## src/cmr_pkg.sv

```systemverilog
// Purpose: Shared constants, register layouts and reset values for the codec control block
// Assumes: 32-bit Avalon-MM register bus, byte addresses, one aligned word per register
// Notes: Reserved bits read as zero

package cmr_pkg;

  // ----------------------------------------------------------------
  // Register offsets
  // ----------------------------------------------------------------
  localparam logic [4:0] MAIN_CTRL_OFS = 5'h00;
  localparam logic [4:0] CLK_ADJ_OFS = 5'h04;
  localparam logic [4:0] FRAC_DIV_OFS = 5'h08;
  localparam logic [4:0] FILT_TEST_OFS = 5'h0c;
  localparam logic [4:0] STATUS_OFS = 5'h10;

  // ----------------------------------------------------------------
  // Field layouts, least significant field last
  // ----------------------------------------------------------------
  typedef struct packed {
    logic [4:0] aux_b_divider;
    logic loopback;
    logic [3:0] output_atten_sel;
    logic playback_unmute;
    logic input_range_sel;
    logic input_source_sel;
    logic active;
  } cmr_main_type;

  typedef struct packed {
    logic [4:0] aux_a_divider;
    logic [6:0] phase_adjust_count;
    logic phase_adjust_dir;
    logic input_prescaler;
  } cmr_clk_adj_type;

  typedef struct packed {
    logic frac_sign;
    logic [5:0] frac_n;
    logic [5:0] int_m;
  } cmr_frac_type;

  typedef struct packed {
    logic test_power_on_pulse;
    logic dither_disable;
    logic highpass_enable_n;
  } cmr_filt_type;

  typedef struct packed {
    logic os_running;
    logic osc_selected;
    logic ext_gain_mode;
    logic adjust_busy;
    logic in_reset;
  } cmr_status_type;

  localparam int MAIN_W = $bits(cmr_main_type);
  localparam int CLK_ADJ_W = $bits(cmr_clk_adj_type);
  localparam int FRAC_W = $bits(cmr_frac_type);
  localparam int FILT_W = $bits(cmr_filt_type);
  localparam int STATUS_W = $bits(cmr_status_type);

  // ----------------------------------------------------------------
  // Reset values
  // ----------------------------------------------------------------
  localparam logic [4:0] AUX_RESET_DIV = 5'h10;
  localparam cmr_main_type MAIN_RST = '{aux_b_divider: AUX_RESET_DIV, default: '0};
  localparam cmr_clk_adj_type CLK_ADJ_RST = '{aux_a_divider: AUX_RESET_DIV, input_prescaler: 1'b1, default: '0};
  localparam cmr_frac_type FRAC_RST = '{int_m: 6'h01, default: '0};
  localparam cmr_filt_type FILT_RST = '0;

  // ----------------------------------------------------------------
  // Timing
  // ----------------------------------------------------------------
  localparam real MCLK_MHZ = 40.0;
  localparam real POR_MIN_MS = 1.5;
  localparam real POR_MAX_MS = 7.0;
  localparam int POR_MIN_CYCLES = int'($ceil(POR_MIN_MS * 1000.0 * MCLK_MHZ));
  localparam int POR_MAX_CYCLES = int'($floor(POR_MAX_MS * 1000.0 * MCLK_MHZ));
  localparam logic [6:0] SAMPLE_RATIO = 7'h7d;
  localparam logic [6:0] M_ZERO_CODE_DIV = 7'h40;

endpackage : cmr_pkg

```

## src/cmr_codec_control.sv

```systemverilog
// Purpose: Mode, reset and clock control of a voice-band codec
// Assumes: mclk is the selected input clock; derived clocks leave as one-cycle high strobes
// Notes: Analog circuits and filter datapaths sit outside this block

`timescale 1ns/1ps

module cmr_codec_control
  import cmr_pkg::*;
#(
  parameter int POR_CYCLES = POR_MIN_CYCLES
) (
  // Clock and power-up reset
  input wire logic mclk,
  input wire logic reset,
  // Avalon-MM slave
  input wire logic [4:0] avs_address,
  input wire logic avs_read,
  input wire logic avs_write,
  input wire logic [3:0] avs_byteenable,
  input wire logic [31:0] avs_writedata,
  output logic [31:0] avs_readdata,
  output logic avs_waitrequest,
  // Pins
  input wire logic ext_gain_mode_pin,
  input wire logic crystal_osc_enable,
  input wire logic reset_pin_n,
  input wire logic reset_timing_cap_pin,
  output logic power_on_reset_out_n,
  output logic osc_power_en,
  output logic ext_clk_buffer_sel,
  // Analog and codec controls
  output logic codec_data_enable,
  output logic analog_bias_enable,
  output logic preamp_enable,
  output logic preamp_aux_sel,
  output logic range_160_sel,
  output logic [3:0] output_atten_sel,
  output logic loopback_en,
  output logic capture_hpf_en,
  output logic playback_hpf_en,
  output logic dither_en,
  // Playback mute and loopback paths
  input wire logic [15:0] playback_sample_in,
  output logic [15:0] playback_sample_out,
  input wire logic digital_mod_bit,
  input wire logic analog_mod_bit,
  output logic decim_filter_bit,
  output logic analog_demod_bit,
  // Derived clocks
  output logic prescaled_internal_clock,
  output logic oversample_clock,
  output logic sample_clock,
  output logic aux_clock_out_a,
  output logic aux_clock_out_b
);

  // ----------------------------------------------------------------
  // Pin synchronisers
  // ----------------------------------------------------------------
  logic [3:0] pin_s1_reg;
  logic [3:0] pin_s2_reg;
  always_ff @(posedge mclk) begin
    if (reset) begin
      pin_s1_reg <= 4'h0;
      pin_s2_reg <= 4'h0;
    end else begin
      pin_s1_reg <= {reset_timing_cap_pin, reset_pin_n, crystal_osc_enable, ext_gain_mode_pin};
      pin_s2_reg <= pin_s1_reg;
    end
  end
  logic ext_gain_s;
  logic osc_en_s;
  logic rst_pin_low;
  logic cap_low;
  assign ext_gain_s = pin_s2_reg[0];
  assign osc_en_s = pin_s2_reg[1];
  assign rst_pin_low = !pin_s2_reg[2];
  assign cap_low = !pin_s2_reg[3];

  logic rst_low_d_reg;
  logic rst_release;
  always_ff @(posedge mclk) begin
    if (reset) begin
      rst_low_d_reg <= 1'b1;
    end else begin
      rst_low_d_reg <= rst_pin_low;
    end
  end
  assign rst_release = rst_low_d_reg && !rst_pin_low;

  // ----------------------------------------------------------------
  // Bus slave
  // ----------------------------------------------------------------
  logic ack_reg;
  logic wr_done;
  logic rd_take;
  logic [31:0] wmask;
  assign avs_waitrequest = (avs_read || avs_write) && !ack_reg;
  assign wr_done = avs_write && ack_reg;
  assign rd_take = avs_read && !ack_reg;
  assign wmask = {{8{avs_byteenable[3]}}, {8{avs_byteenable[2]}}, {8{avs_byteenable[1]}}, {8{avs_byteenable[0]}}};

  always_ff @(posedge mclk) begin
    if (reset) begin
      ack_reg <= 1'b0;
    end else begin
      ack_reg <= (avs_read || avs_write) && !ack_reg;
    end
  end

  function automatic logic [31:0] merge(input logic [31:0] old, input logic [31:0] wd, input logic [31:0] m);
    merge = (old & ~m) | (wd & m);
  endfunction : merge

  // ----------------------------------------------------------------
  // Power-on pulse and internal reset
  // ----------------------------------------------------------------
  localparam int POR_W = $clog2(POR_CYCLES + 1);
  localparam logic [POR_W-1:0] POR_LOAD = POR_W'(POR_CYCLES);
  logic [POR_W-1:0] por_cnt_reg;
  logic por_active_reg;
  logic int_rst;
  logic test_write;

  cmr_main_type main_reg;
  cmr_clk_adj_type adj_reg;
  cmr_frac_type frac_reg;
  cmr_filt_type filt_reg;
  cmr_filt_type filt_next;

  assign filt_next = cmr_filt_type'(merge(32'(filt_reg), avs_writedata, wmask) & 32'h7);
  assign test_write = wr_done && avs_address == FILT_TEST_OFS && filt_next.test_power_on_pulse;

  always_ff @(posedge mclk) begin
    if (reset || test_write) begin
      por_cnt_reg <= POR_LOAD;
    end else if (por_cnt_reg != '0) begin
      por_cnt_reg <= por_cnt_reg - POR_W'(1);
    end
  end

  always_ff @(posedge mclk) begin
    if (reset) begin
      por_active_reg <= 1'b1;
      power_on_reset_out_n <= 1'b0;
    end else begin
      por_active_reg <= (por_cnt_reg != '0) || cap_low;
      power_on_reset_out_n <= !((por_cnt_reg != '0) || cap_low);
    end
  end
  assign int_rst = reset || por_active_reg || rst_pin_low;

  // ----------------------------------------------------------------
  // Control registers
  // ----------------------------------------------------------------
  always_ff @(posedge mclk) begin
    if (int_rst) begin
      main_reg <= MAIN_RST;
    end else if (wr_done && avs_address == MAIN_CTRL_OFS) begin
      main_reg <= cmr_main_type'(merge(32'(main_reg), avs_writedata, wmask) & 32'h3fff);
    end
  end

  always_ff @(posedge mclk) begin
    if (int_rst) begin
      adj_reg <= CLK_ADJ_RST;
    end else if (wr_done && avs_address == CLK_ADJ_OFS) begin
      adj_reg <= cmr_clk_adj_type'(merge(32'(adj_reg), avs_writedata, wmask) & 32'h3fff);
    end
  end

  always_ff @(posedge mclk) begin
    if (int_rst) begin
      frac_reg <= FRAC_RST;
    end else if (wr_done && avs_address == FRAC_DIV_OFS) begin
      frac_reg <= cmr_frac_type'(merge(32'(frac_reg), avs_writedata, wmask) & 32'h1fff);
    end
  end

  always_ff @(posedge mclk) begin
    if (int_rst) begin
      filt_reg <= FILT_RST;
    end else if (wr_done && avs_address == FILT_TEST_OFS) begin
      filt_reg <= '{test_power_on_pulse: 1'b0, dither_disable: filt_next.dither_disable,
                    highpass_enable_n: filt_next.highpass_enable_n};
    end
  end

  // ----------------------------------------------------------------
  // Prescaler with one-time phase adjust
  // ----------------------------------------------------------------
  logic [6:0] adj_rem_reg;
  logic adj_adv_reg;
  logic [1:0] pre_cnt_reg;
  logic [1:0] pre_base;
  logic [1:0] pre_period;
  logic prescaled_internal_clock_tick;
  cmr_clk_adj_type adj_new;
  assign adj_new = cmr_clk_adj_type'(merge(32'(adj_reg), avs_writedata, wmask) & 32'h3fff);

  always_ff @(posedge mclk) begin
    if (int_rst) begin
      adj_rem_reg <= 7'h0;
      adj_adv_reg <= 1'b0;
    end else if (wr_done && avs_address == CLK_ADJ_OFS) begin
      adj_rem_reg <= adj_new.phase_adjust_count;
      adj_adv_reg <= adj_new.phase_adjust_dir;
    end else if (prescaled_internal_clock_tick && adj_rem_reg != 7'h0) begin
      adj_rem_reg <= adj_rem_reg - 7'h1;
    end
  end

  always_comb begin
    pre_base = adj_reg.input_prescaler ? 2'h2 : 2'h1;
    pre_period = pre_base;
    if (adj_rem_reg != 7'h0) begin
      if (!adj_adv_reg) begin
        pre_period = pre_base + 2'h1;
      end else if (pre_base == 2'h2) begin
        pre_period = 2'h1;
      end
    end
  end
  assign prescaled_internal_clock_tick = pre_cnt_reg >= pre_period - 2'h1;

  always_ff @(posedge mclk) begin
    if (reset || rst_release) begin
      pre_cnt_reg <= 2'h0;
    end else begin
      pre_cnt_reg <= prescaled_internal_clock_tick ? 2'h0 : pre_cnt_reg + 2'h1;
    end
  end

  // ----------------------------------------------------------------
  // Oversample and sample clocks
  // ----------------------------------------------------------------
  logic [6:0] os_cnt_reg;
  logic [6:0] acc_reg;
  logic [6:0] smp_cnt_reg;
  logic [6:0] m_eff;
  logic [6:0] os_period;
  logic [7:0] acc_sum;
  logic long_period;
  logic os_tick;
  logic smp_tick;

  assign m_eff = (frac_reg.int_m == 6'h0) ? M_ZERO_CODE_DIV : {1'b0, frac_reg.int_m};
  assign acc_sum = {1'b0, acc_reg} + {2'b0, frac_reg.frac_n};
  assign long_period = acc_sum >= {1'b0, SAMPLE_RATIO};
  assign os_period = long_period ? (frac_reg.frac_sign ? m_eff - 7'h1 : m_eff + 7'h1) : m_eff;
  assign os_tick = main_reg.active && prescaled_internal_clock_tick && os_cnt_reg == os_period - 7'h1;
  assign smp_tick = os_tick && smp_cnt_reg == SAMPLE_RATIO - 7'h1;

  always_ff @(posedge mclk) begin
    if (int_rst || !main_reg.active) begin
      os_cnt_reg <= 7'h0;
      acc_reg <= 7'h0;
      smp_cnt_reg <= 7'h0;
    end else if (prescaled_internal_clock_tick) begin
      os_cnt_reg <= os_tick ? 7'h0 : os_cnt_reg + 7'h1;
      if (os_tick) begin
        acc_reg <= long_period ? 7'(acc_sum - {1'b0, SAMPLE_RATIO}) : acc_sum[6:0];
        smp_cnt_reg <= smp_tick ? 7'h0 : smp_cnt_reg + 7'h1;
      end
    end
  end

  // ----------------------------------------------------------------
  // Auxiliary output dividers
  // ----------------------------------------------------------------
  logic [4:0] aux_a_cnt_reg;
  logic [4:0] aux_b_cnt_reg;
  logic [4:0] aux_b_div;
  logic aux_a_wrap;
  logic aux_b_wrap;
  assign aux_b_div = rst_pin_low ? AUX_RESET_DIV : main_reg.aux_b_divider;
  assign aux_a_wrap = prescaled_internal_clock_tick && aux_a_cnt_reg >= adj_reg.aux_a_divider - 5'h1;
  assign aux_b_wrap = aux_b_cnt_reg >= aux_b_div - 5'h1;

  always_ff @(posedge mclk) begin
    if (reset || rst_release || adj_reg.aux_a_divider == 5'h0) begin
      aux_a_cnt_reg <= 5'h0;
    end else if (prescaled_internal_clock_tick) begin
      aux_a_cnt_reg <= aux_a_wrap ? 5'h0 : aux_a_cnt_reg + 5'h1;
    end
  end

  always_ff @(posedge mclk) begin
    if (reset || rst_release || aux_b_div == 5'h0) begin
      aux_b_cnt_reg <= 5'h0;
    end else begin
      aux_b_cnt_reg <= aux_b_wrap ? 5'h0 : aux_b_cnt_reg + 5'h1;
    end
  end

  always_ff @(posedge mclk) begin
    if (reset) begin
      prescaled_internal_clock <= 1'b0;
      oversample_clock <= 1'b0;
      sample_clock <= 1'b0;
      aux_clock_out_a <= 1'b0;
      aux_clock_out_b <= 1'b0;
    end else begin
      prescaled_internal_clock <= prescaled_internal_clock_tick;
      oversample_clock <= os_tick;
      sample_clock <= smp_tick;
      aux_clock_out_a <= aux_a_wrap && adj_reg.aux_a_divider != 5'h0;
      aux_clock_out_b <= aux_b_wrap && aux_b_div != 5'h0;
    end
  end

  // ----------------------------------------------------------------
  // Codec control outputs
  // ----------------------------------------------------------------
  always_ff @(posedge mclk) begin
    if (reset) begin
      codec_data_enable <= 1'b0;
      analog_bias_enable <= 1'b0;
      preamp_enable <= 1'b0;
      preamp_aux_sel <= 1'b0;
      range_160_sel <= 1'b0;
      output_atten_sel <= 4'h0;
      loopback_en <= 1'b0;
      capture_hpf_en <= 1'b0;
      playback_hpf_en <= 1'b0;
      dither_en <= 1'b0;
      osc_power_en <= 1'b0;
      ext_clk_buffer_sel <= 1'b0;
      playback_sample_out <= 16'h0;
      decim_filter_bit <= 1'b0;
      analog_demod_bit <= 1'b0;
    end else begin
      codec_data_enable <= main_reg.active;
      analog_bias_enable <= main_reg.active;
      preamp_enable <= !ext_gain_s;
      preamp_aux_sel <= !ext_gain_s && main_reg.input_source_sel;
      range_160_sel <= !ext_gain_s && main_reg.input_range_sel;
      output_atten_sel <= main_reg.output_atten_sel;
      loopback_en <= main_reg.loopback;
      capture_hpf_en <= !filt_reg.highpass_enable_n;
      playback_hpf_en <= !filt_reg.highpass_enable_n;
      dither_en <= !filt_reg.dither_disable;
      osc_power_en <= osc_en_s;
      ext_clk_buffer_sel <= !osc_en_s;
      playback_sample_out <= main_reg.playback_unmute ? playback_sample_in : 16'h0;
      decim_filter_bit <= main_reg.loopback ? digital_mod_bit : analog_mod_bit;
      analog_demod_bit <= main_reg.loopback ? analog_mod_bit : digital_mod_bit;
    end
  end

  // ----------------------------------------------------------------
  // Read data
  // ----------------------------------------------------------------
  cmr_status_type status;
  assign status = '{os_running: main_reg.active, osc_selected: osc_en_s, ext_gain_mode: ext_gain_s,
                    adjust_busy: adj_rem_reg != 7'h0, in_reset: int_rst};

  always_ff @(posedge mclk) begin
    if (reset) begin
      avs_readdata <= 32'h0;
    end else if (rd_take) begin
      unique case (avs_address)
        MAIN_CTRL_OFS: avs_readdata <= {18'h0, main_reg};
        CLK_ADJ_OFS: avs_readdata <= {18'h0, adj_reg};
        FRAC_DIV_OFS: avs_readdata <= {19'h0, frac_reg};
        FILT_TEST_OFS: avs_readdata <= {29'h0, filt_reg};
        STATUS_OFS: avs_readdata <= {27'h0, status};
        default: avs_readdata <= 32'h0;
      endcase
    end
  end

  // ----------------------------------------------------------------
  // Assertions
  // ----------------------------------------------------------------
  logic [6:0] os_since_reg;
  always_ff @(posedge mclk) begin
    if (reset || !main_reg.active || smp_tick) begin
      os_since_reg <= 7'h0;
    end else if (os_tick) begin
      os_since_reg <= os_since_reg + 7'h1;
    end
  end
endmodule : cmr_codec_control

```

## config.mk

```make
export PLATFORM = sky130hd
export DESIGN_NAME = cmr_codec_control
export DESIGN_NICKNAME = d
export VERILOG_FILES = /design/src/cmr_pkg.sv /design/src/cmr_codec_control.sv
export SDC_FILE = /design/constraint.sdc
export NUM_CORES = 1
export LEC_CHECK = 0
export BUFFER_PORTS_ARGS = -buffer_cell sky130_fd_sc_hd__buf_2
export CAP_MARGIN = 30
export CORE_ASPECT_RATIO = 1.1
export CORE_MARGIN = 2
export CORE_UTILIZATION = 57
export CTS_CLUSTER_SIZE = 14
export DETAILED_ROUTE_END_ITERATION = 10
export GPL_ROUTABILITY_DRIVEN = 0
export PLACE_DENSITY = 0.81
export SYNTH_ARGS = -nofsm -noshare
export SYNTH_HDL_FRONTEND = slang
export SYNTH_SLANG_ARGS = --single-unit
```

## constraint.sdc

```tcl
create_clock -name mclk -period 5.7 [get_ports mclk]
set_clock_uncertainty 0.15 [all_clocks]
set_input_delay 1.14 -clock mclk [delete_from_list [all_inputs] [get_ports mclk]]
set_output_delay 1.14 -clock mclk [all_outputs]
set_load 0.005 [all_outputs]
```

* After elaboration in Yosys (flattened, before gate mapping)
Index checks and enable logic that the tools add are counted.
** Word-level totals
- Register bits after elaboration :: 179
- Word-level logic and storage cells :: 153
** Cells by class
- $add $sub $neg :: 16
- $lt $le $gt $ge :: 4
- Equality and inequality tests :: 7
- Mux-type cells :: 17
- Bitwise operators :: 11
- Reduce and logical (&&, ||, !) cells :: 49
** Operators by type and width (number)
- 14-bit case mux with 5 select lines :: 1
- 7-bit 2-to-1 mux :: 8
- 14-bit bitwise AND :: 3
- 14-bit bitwise OR :: 2
- 7-bit by 1-bit adder with 7-bit output, second input constant :: 3
- 7-bit by 1-bit subtractor with 7-bit output, second input constant :: 3
- 1-bit logical AND :: 18
- 16-bit nonzero test :: 1
- 16-bit by 1-bit subtractor with 16-bit output, second input constant :: 1
- 5-bit logical NOT :: 3
- 14-bit inverter :: 1
- 13-bit bitwise AND :: 1
- 13-bit bitwise OR :: 1
- 5-bit by 1-bit adder with 5-bit output, second input constant :: 2
- 5-bit by 4-bit equality test with 1-bit output, second input constant :: 2
- 5-bit greater-or-equal comparator :: 2
- 5-bit 2-to-1 mux :: 2
- 5-bit nonzero test :: 2
- 5-bit by 1-bit subtractor with 5-bit output, second input constant :: 2
- 1-bit logical NOT :: 9
- 1-bit logical OR :: 9
- 7-bit by 6-bit adder with 8-bit output :: 1
- 8-bit by 7-bit greater-or-equal comparator with 1-bit output, second input constant :: 1
- 2-bit 2-to-1 mux :: 4
- other kinds (18) :: 22

* Longest topological paths before layout
Gate-level depths: netlist of run 1.
- Word-level depth :: 11
- Mapped depth :: 20
- Depth with buffers taken out :: 18

* Worst setup path before layout of run 1
OpenSTA, ideal clock, no wires.
- Path type :: flip-flop to flip-flop
- Start :: register (tool-made name)
- End :: register smp_cnt_reg[6]
- Setup time :: 137 ps
- Data arrival time :: 4112 ps
- Data required time :: 5413 ps
- Slack :: 1301 ps
- Stages on the path, launching flop included :: 20
- Path through :: dfxtp_1 > ha_1 > fa_1 > inv_1 > ha_1 > o221ai_1 > o21ba_4 > a31oi_2 > buf_6 > mux2_2 > ha_1 > xor2_1 > xor2_1 > and2_1 > mux2i_1 > nor3_1 > o211ai_2 > buf_2 > o41ai_2 > a21oi_1
** RTL lines
- end signal, assigned :: line cmr_codec_control.sv:263 : smp_cnt_reg <= smp_tick ? 7'h0 : smp_cnt_reg + 7'h1;
- end, declared :: line cmr_codec_control.sv:239 : logic [6:0] smp_cnt_reg;

==> results of run 1 <==
power by group:
part	internal [uW]	switching, uW	total [uW]	leakage, uW
registers	1160	23.2	1180	0.00130
clock network	679	466	1150	0.000285
logic	90.1	140	230	0.00239
total	1930	629	2560	0.00398
per-layer routing:
layer	wire length, um	GRT usage
met1	7920	0.288
met5	11	0
met2	8950	0.427
met4	520	0.120
met3	1100	0.0621
kinds of logic (layout without fill, tap and decap cells):
kind of cell / count (synthesis) / count (layout) / share of synthesized area
other: 1 / 18 / 0.000458
AOI/OAI and AO/OA: 153 / 153 / 0.136
adders and majority gates: 38 / 38 / 0.0599
xor gates and xnor gates: 56 / 56 / 0.0599
muxes: 62 / 62 / 0.0800
buffers and inverters: 90 / 168 / 0.0565
DFF: 161 / 161 / 0.393
and+or+nand+nor: 354 / 354 / 0.214
cells in the mapped netlist (8+ instances only):
library cell | number | area (um2)
xnor2_1 | 32 | 280
nor2b_1 | 28 | 175
dfxtp_1 | 161 | 3220
xor2_1 | 24 | 210
mux2i_1 | 55 | 551
nor2_1 | 113 | 424
nand2_1 | 65 | 244
nor3_1 | 23 | 115
ha_1 | 36 | 450
a211oi_1 | 15 | 113
buf_4 | 21 | 158
nand2b_1 | 12 | 75.1
a22oi_1 | 13 | 97.6
clkbuf_1 | 32 | 120
o21ai_0 | 28 | 140
inv_1 | 26 | 97.6
nor4_1 | 11 | 68.8
a21oi_1 | 41 | 205
nand3_1 | 37 | 185
and2_1 | 22 | 138
a211oi_2 | 8 | 100
worst max-delay path by stage:
stage | startpoint | cells after the start | end | slack [ns]
CTS | flip-flop | 19 | smp_cnt_reg[6] | 0.72
floorplan | flip-flop | 19 | smp_cnt_reg[6] | 1.30
detailed placement | flip-flop | 19 | smp_cnt_reg[5] | 0.81
finish | flip-flop | 18 | smp_cnt_reg[6] | 0.72
global route | flip-flop | 20 | smp_cnt_reg[5] | 0.42
global placement | flip-flop | 18 | smp_cnt_reg[5] | 0.88
layout make-up:
| type | count | share of cell area |
|---|---|---|
| clock buffer | 20 | 0.0502 |
| sequential | 161 | 0.347 |
| inverter | 26 | 0.0105 |
| timing repair buffer | 110 | 0.0619 |
| multi-input combinational | 681 | 0.491 |
| tap | 188 | 0.0253 |
| clock inverter | 12 | 0.0141 |
per-stage QoR:
stage                     cell area (um2)  hold slack [ns]  total power (uW)  cells
after floorplan                      8260            0.238              1360    932
after global placement               8690            0.247              1420   1165
after CTS                            9300            0.261              2560   1198
after detailed placement             8700            0.252              1430   1166
final                                9300            0.260              2560   1198
after global routing                 9300            0.279              2640   1198
==> flow_summary_export.csv, run 1 <==
group,metric,value,unit
status,outcome,"finished, final reports clean",
cells_and_area,area_growth_syn_to_layout,13.5,%
clock_tree,cts_post_setup_buffers_inserted,0,
routing,drtPass1Iterations,5,
routing,postRouteAntennaNets,0,
critical_path,critPathTopFamily,"compound AO/OA/AOI/OAI gates",
timing,finalHoldViolCount,0,
hold_path,min_from,"pin_s2_reg[3]",
floorplan,rows,45,
critical_path,end_kind,"flip-flop",
cells_and_area,final_layout_size_suffix_gt1_frac,0.178,
routing,drc,0,
power_and_ir_drop,p_leak,0.00398,uW
cells_and_area,register_area,3220,um2
power_and_ir_drop,vdd_drop_max,0.263,mV
power_and_ir_drop,power_density,275,nW/um2
critical_path,path_cells,"ha_1, fa_1, inv_1, ha_1, inv_1, o221ai_1, o21ba_4, a31oi_2, mux2_2, ha_1, xor2_1, xor2_1, and2_1, mux2i_1, nor3_1, o211ai_2, o41ai_2, a21oi_1",
timing,tns,0,ns
routing,finalWirelength,18500,um
placement,dp_hpwl,13000,um
cells_and_area,post-route-util,0.669,
critical_path,path_buf_inv,2,
critical_path,worst-path-max-fanout,11,
logic_synthesis,ys_seq_elements,161,
floorplan,io_pins,139,
critical_path,critPathKind,"flip-flop to flip-flop",
timing,setup-violations-final,0,
logic_synthesis,syn_inst,915,
placement,io_buffers,100,
placement,place_ws,0.809,ns
global_route,track_usage,0.247,
logic_synthesis,ys_seq_area_frac,0.393,
cells_and_area,mostFrequentLayoutCells,"161 x dfxtp_1, 113 x nor2_1, 100 x buf_2",
clock_tree,cts_tree,"done",
cells_and_area,layout_commonest_cell,"dfxtp_1",
timing,min_period,4.98,ns
global_route,grt_max_degree,48,
critical_path,reg2reg_slack,0.72,ns
critical_path,timing.critical_path.mode_cell,"ha_1",
cells_and_area,num_antenna_cells,0,
clock_tree,cts-htree-levels,4,
floorplan,initial_core_util,0.589,
hold_path,hold_class,"flip-flop to flip-flop",
routing,wl_per_cell,15.4,um
critical_path,worst-endpoint-required,5.84,ns
logic_synthesis,syn-cell-area,8190,um2
routing,via_count,6736,
timing,post-route-period-util,0.873,
hold_path,hold_depth,1,
logic_synthesis,yosys_warnings,0,
critical_path,r2r-end,"smp_cnt_reg[6]",
critical_path,crit_path_max_incr_delay,0.50,ns
floorplan,die_w,118,um
logic_synthesis,async_flop_share,0,
global_route,antenna_found_initial,1,
cells_and_area,multi_input_area,4570,um2
cells_and_area,nNetsFinal,1102,
timing,finalWorstSetupSlack,0.725,ns
routing,drt_iter0_drc,453,
timing,slew_headroom,0.376,
hold_path,whs_endpoint,"por_active_reg",
logic_synthesis,synth-edff-count,0,
timing,slew_violations,0,
timing,rsz0062_at_grt,"false",
timing,tightestPinTransition,0.928,ns
clock_tree,cts_hold_buf,0,
timing,max_freq,201,MHz
global_route,grt_pass1_wl,30400,um
routing,vias_per_cell,5.62,
logic_synthesis,syn_area_per_cell,8.95,um2
clock_tree,clock_sinks,161,
clock_tree,cts_resized,0,
clock_tree,numCtsBuffers,17,
clock_tree,clk_latency,0.44,ns
critical_path,cp_slowest_cell,"a31oi_2",
clock_tree,cts_buffer_depth,2,
critical_path,crit_path_start_kind,"flip-flop",
critical_path,ff2ff_path_depth,18,
cells_and_area,nFillCells,1124,
job,drv_cap,0,
logic_synthesis,ys.flop_type,"dfxtp_1",
floorplan,die_h,130,um
floorplan,dieArea,15300,um2
floorplan,core,13900,um2
clock_tree,path_clk_slew,0.06,ns
critical_path,cp.arrival,5.11,ns
global_route,grt_pass1_vias,6370,
clock_tree,cts_root_buffer,"clkbuf_16",
logic_synthesis,yosys.cell_types.count,76,
global_route,grt.overflow.total,0,
No activity file was read; power rests on OpenSTA's default activity.
==> run 2, diff against run 1 <==
--- a/config.mk
+++ b/config.mk
@@ -13,6 +13,7 @@
 export CTS_CLUSTER_SIZE = 14
 export DETAILED_ROUTE_END_ITERATION = 10
 export GPL_ROUTABILITY_DRIVEN = 0
+export MAX_ROUTING_LAYER = met4
 export PLACE_DENSITY = 0.81
 export SYNTH_ARGS = -nofsm -noshare
 export SYNTH_HDL_FRONTEND = slang
==> constraint.sdc (replaced) <==
create_clock -name mclk -period 5.5 [get_ports mclk]
set_clock_uncertainty 0.15 [all_clocks]
set_input_delay 1.1 -clock mclk [delete_from_list [all_inputs] [get_ports mclk]]
set_output_delay 1.1 -clock mclk [all_outputs]
set_load 0.005 [all_outputs]
==> run 2 against run 1 <==
Net effect: via count increased by 0.65%; core utilization shrank 0.12 points; hold slack improved by 0.021 ns; worst setup slack got worse by 0.0063 ns; highest routed layer is now met4.
==> flow_summary_export.csv, run 2 (synthesis results as in run 1) <==
group,metric,value,unit
critical_path,critPathKind,"flip-flop to flip-flop",
clock_tree,clk_latency,0.43,ns
clock_tree,path_clk_slew,0.07,ns
status,outcome,"finished, final reports clean",
timing,post-route-period-util,0.869,
clock_tree,cts-htree-levels,4,
floorplan,die_h,130,um
timing,finalHoldViolCount,0,
placement,io_buffers,100,
timing,slew_violations,0,
critical_path,end_kind,"flip-flop",
clock_tree,cts_buffer_depth,2,
critical_path,crit_path_max_incr_delay,0.46,ns
cells_and_area,mostFrequentLayoutCells,"161 x dfxtp_1, 113 x nor2_1, 100 x buf_2",
critical_path,r2r-end,"smp_cnt_reg[5]",
routing,vias_per_cell,5.65,
floorplan,core,13900,um2
floorplan,io_pins,139,
hold_path,hold_depth,1,
power_and_ir_drop,power_density,282,nW/um2
hold_path,min_from,"pin_s1_reg[2]",
routing,via_count,6780,
power_and_ir_drop,p_total,2610,uW
power_and_ir_drop,vdd_drop_max,0.266,mV
clock_tree,cts_post_setup_buffers_inserted,0,
floorplan,initial_core_util,0.589,
global_route,antenna_found_initial,1,
hold_path,hold_class,"flip-flop to flip-flop",
clock_tree,cts_tree,"done",
floorplan,die_w,118,um
timing,setup-violations-final,0,
cells_and_area,final_layout_size_suffix_gt1_frac,0.178,
global_route,grt.overflow.total,0,
timing,rsz0062_at_grt,"false",
global_route,grt_max_degree,48,
routing,drtPass1Iterations,5,
routing,postRouteAntennaNets,0,
critical_path,path_cells,"ha_1, fa_1, inv_1, ha_1, inv_1, o221ai_1, o21ba_4, a31oi_2, buf_4, xnor2_1, ha_1, xor2_1, xor2_1, and2_1, mux2i_1, nor3_1, o211ai_2, nor2_1, buf_4, a311oi_2",
global_route,track_usage,0.259,
global_route,grt_pass1_vias,6639,
clock_tree,cts_root_buffer,"clkbuf_16",
floorplan,dieArea,15300,um2
timing,finalWorstSetupSlack,0.719,ns
critical_path,cp.arrival,4.91,ns
timing,slew_headroom,0.373,
routing,finalWirelength,18700,um
critical_path,reg2reg_slack,0.72,ns
critical_path,timing.critical_path.mode_cell,"ha_1",
floorplan,rows,45,
cells_and_area,layout_commonest_cell,"dfxtp_1",
clock_tree,cts_hold_buf,0,
global_route,grt_pass1_wl,31200,um
critical_path,worst-path-max-fanout,12,
placement,place_ws,0.724,ns
timing,min_period,4.78,ns
critical_path,path_buf_inv,4,
critical_path,critPathTopFamily,"adder cells",
critical_path,ff2ff_path_depth,20,
placement,dp_hpwl,13300,um
clock_tree,clock_sinks,161,
critical_path,crit_path_start_kind,"flip-flop",
cells_and_area,nNetsFinal,1102,
routing,drt_iter0_drc,564,
clock_tree,cts_resized,0,
timing,max_freq,209,MHz
routing,drc,0,
timing,tns,0,ns
routing,wl_per_cell,15.6,um
cells_and_area,area_growth_syn_to_layout,13.3,%
job,drv_cap,0,
critical_path,cp_slowest_cell,"fa_1",
hold_path,whs_endpoint,"pin_s2_reg[2]",
critical_path,worst-endpoint-required,5.63,ns
timing,tightestPinTransition,0.941,ns
power_and_ir_drop,p_leak,0.00397,uW
clock_tree,numCtsBuffers,17,
[run 2: cell types whose count changed in the layout (fill, tap and decap cells not counted), moves of 2 or more]
cell	before	now
clkinv_4	1	8
clkbuf_8	3	0
clkinv_2	3	0
clkinvlp_4	4	1
inv_6	2	4
[run 2: metrics by stage]
stage / utilization / instance area (um2) / cells / hold WS [ns]
CTS: 0.667 / 9280 / 1198 / 0.283
global route: 0.667 / 9280 / 1199 / 0.296
floorplan: - / 8260 / 932 / 0.238
detailed placement: 0.626 / 8700 / 1166 / 0.258
finish: 0.667 / 9280 / 1199 / 0.282
global placement: 0.626 / 8700 / 1166 / 0.246
[run 2: how the worst max path moves through the flow]
stage	start	to	slack, ns	depth (start not counted)
floorplan	flip-flop	smp_cnt_reg[6]	1.10	19
finish	flip-flop	smp_cnt_reg[5]	0.72	20
global route	flip-flop	smp_cnt_reg[5]	0.30	20
CTS	flip-flop	smp_cnt_reg[5]	0.69	20
detailed placement	flip-flop	smp_cnt_reg[6]	0.72	19
global placement	flip-flop	smp_cnt_reg[5]	0.87	19
[run 2: area by class of cell]
| class | count | area (um2) |
|---|---|---|
| fillers | 1099 | 4620 |
| multi-input cells | 681 | 4570 |
| flip-flops and latches | 161 | 3220 |
| repair buffers | 110 | 576 |
| clock buffers | 17 | 425 |
| well taps | 188 | 235 |
| clock inverters | 15 | 154 |
| inverters | 26 | 97.6 |
| diodes | 1 | 2.50 |
[run 2: worst register-to-register path, cell delays in order (launching register included)]
cell and delay, ns:
dfxtp_1 0.37, ha_1 0.24, fa_1 0.46, inv_1 0.13, ha_1 0.18, inv_1 0.05
o221ai_1 0.17, o21ba_4 0.19, a31oi_2 0.25, buf_4 0.25, xnor2_1 0.14, ha_1 0.20
xor2_1 0.26, xor2_1 0.16, and2_1 0.13, mux2i_1 0.06, nor3_1 0.36, o211ai_2 0.36
nor2_1 0.24, buf_4 0.19, a311oi_2 0.09
[run 2: power breakdown]
group          switching [uW]  total (uW)  internal [uW]
Clock                     514        1150            636
Sequential               25.7        1220           1200
Combinational             145         239           93.7
[run 2: per-layer routing]
metal  GRT usage  wire, um  up-vias
li1            -         -     3322
met1       0.307      8160     3179
met2       0.432      8980      231
met3      0.0490       983       48
met4       0.112       605        0
met5           -         0        -
==> run 3, diff against run 2 <==
==> config.mk (replaced) <==
export PLATFORM = sky130hd
export DESIGN_NAME = cmr_codec_control
export DESIGN_NICKNAME = d
export VERILOG_FILES = /design/src/cmr_pkg.sv /design/src/cmr_codec_control.sv
export SDC_FILE = /design/constraint.sdc
export NUM_CORES = 1
export LEC_CHECK = 0
export CAP_MARGIN = 30
export CORE_ASPECT_RATIO = 1.1
export CORE_MARGIN = 2
export CORE_UTILIZATION = 62
export CTS_CLUSTER_SIZE = 14
export DETAILED_ROUTE_END_ITERATION = 10
export DONT_BUFFER_PORTS = 1
export GPL_ROUTABILITY_DRIVEN = 0
export MAX_ROUTING_LAYER = met4
export PLACE_DENSITY = 0.78
export SYNTH_ARGS = -nofsm -noshare
export SYNTH_HDL_FRONTEND = slang
export SYNTH_SLANG_ARGS = --single-unit
==> run 3 against run 2 <==
Net effect: sequential power barely moved; fmax fell by 3.2%; final cell count fell by 11%; core utilization fell by 0.090 points; critical path type unchanged; highest routed layer unchanged.
==> flow_summary_export.csv, run 3 (synthesis results as in run 1) <==
group,metric,value,unit
status,outcome,"finished, final reports clean",
cells_and_area,final_layout_size_suffix_gt1_frac,0.0838,
critical_path,worst-endpoint-required,5.62,ns
floorplan,io_pins,139,
cells_and_area,nFillCells,1083,
timing,slew_headroom,0.383,
floorplan,dieArea,14100,um2
floorplan,die_w,114,um
cells_and_area,register_area,3220,um2
power_and_ir_drop,p_leak,0.00346,uW
timing,finalHoldViolCount,0,
critical_path,crit_path_max_incr_delay,0.46,ns
global_route,grt.overflow.total,0,
floorplan,core,13000,um2
timing,tns,0,ns
routing,wl_per_cell,16.3,um
global_route,track_usage,0.260,
power_and_ir_drop,vdd_drop_max,0.226,mV
critical_path,critPathKind,"flip-flop to flip-flop",
routing,drc,0,
floorplan,die_h,125,um
cells_and_area,layout_commonest_cell,"dfxtp_1",
clock_tree,cts-htree-levels,4,
timing,whs,0.290,ns
routing,via_count,6298,
timing,min_period,4.94,ns
clock_tree,numCtsBuffers,17,
job,drv_cap,0,
clock_tree,cts_hold_buf,0,
critical_path,cp.arrival,5.06,ns
clock_tree,cts_buffer_depth,2,
routing,vias_per_cell,5.90,
clock_tree,clock_sinks,161,
clock_tree,cts_root_buffer,"clkbuf_16",
hold_path,hold_class,"flip-flop to flip-flop",
cells_and_area,mostFrequentLayoutCells,"161 x dfxtp_1, 113 x nor2_1, 65 x nand2_1",
power_and_ir_drop,power_density,289,nW/um2
cells_and_area,postLayoutCellArea,8700,um2
timing,max_freq,203,MHz
placement,dpl_cell_area,8150,um2
routing,drtPass1Iterations,5,
critical_path,cp_slowest_cell,"fa_1",
global_route,grt_pass1_wl,29100,um
placement,io_buffers,0,
clock_tree,cts_post_setup_buffers_inserted,0,
timing,tightestPinTransition,0.926,ns
cells_and_area,nNetsFinal,1000,
clock_tree,cts_resized,0,
critical_path,path_cells,"ha_1, fa_1, inv_1, ha_1, inv_1, o221ai_1, o21ba_4, a31oi_2, buf_4, xnor2_1, ha_1, xor2_1, xor2_1, and2_1, mux2i_1, nor3_1, o211ai_2, nor2_1, buf_4, a311oi_2",
global_route,grt_max_degree,49,
clock_tree,clk_latency,0.43,ns
critical_path,critPathTopFamily,"compound AO/OA/AOI/OAI gates",
clock_tree,cts_tree,"done",
cells_and_area,multi_input_area,4570,um2
critical_path,path_buf_inv,4,
global_route,grt_pass1_vias,5950,
floorplan,rows,44,
timing,post-route-period-util,0.898,
floorplan,initial_core_util,0.628,
clock_tree,path_clk_slew,0.06,ns
critical_path,timing.critical_path.mode_cell,"ha_1",
cells_and_area,area_growth_syn_to_layout,6.17,%
placement,dp_hpwl,12500,um
critical_path,end_kind,"flip-flop",
timing,slew_violations,0,
routing,finalWirelength,17400,um
routing,drt_iter0_drc,448,
cells_and_area,num_antenna_cells,0,
critical_path,crit_path_start_kind,"flip-flop",
timing,rsz0062_at_grt,"false",
global_route,antenna_found_initial,0,
timing,setup-violations-final,0,
routing,postRouteAntennaNets,0,
critical_path,worst-path-max-fanout,12,
[run 3: cell count changes in the layout (fill, tap and decap cells not counted), sizes merged]
cell and change:
buf -102, clkbuf +1, clkinv -3, clkinvlp +5, diode -1, inv -4
[run 3: area by class of cell]
class / count / share of cell area
Multi-Input combinational cell: 681 / 0.525
Tap cell: 161 / 0.0232
Inverter: 26 / 0.0112
Clock buffer: 18 / 0.0493
Timing Repair Buffer: 8 / 0.00691
Clock inverter: 13 / 0.0134
Sequential cell: 161 / 0.371
[run 3: routing by layer]
metal	vias up	track usage	wire [um]
met5	-	-	0
met4	0	0.0911	371
met3	38	0.0613	1050
met2	201	0.399	8360
met1	2946	0.337	7630
li1	3113	-	-
[run 3: report_power, final]
group	internal (uW)	switching [uW]
Combinational	76.1	115
Clock	618	479
Sequential	1200	26.6
[run 3: final timing paths]
check	start	end	slack [ns]	depth (start not counted)
setup / recovery	flip-flop	smp_cnt_reg[5]	0.56	20
hold / removal	pin_s2_reg[3]	por_active_reg	0.29	1
setup reg to reg	flip-flop	smp_cnt_reg[5]	0.56	20
hold reg to reg	pin_s2_reg[3]	por_active_reg	0.29	1
[run 3: stage by stage]
step | instances | utilization | setup slack [ns] | power (uW)
finish | 1068 | 0.667 | 0.562 | 2520
global route | 1068 | 0.667 | 0.291 | 2610
CTS | 1068 | 0.667 | 0.570 | 2520
detailed placement | 1037 | 0.625 | 0.588 | 1440
global placement | 1036 | 0.624 | 0.797 | 1430
floorplan | 932 | - | 1.10 | 1410
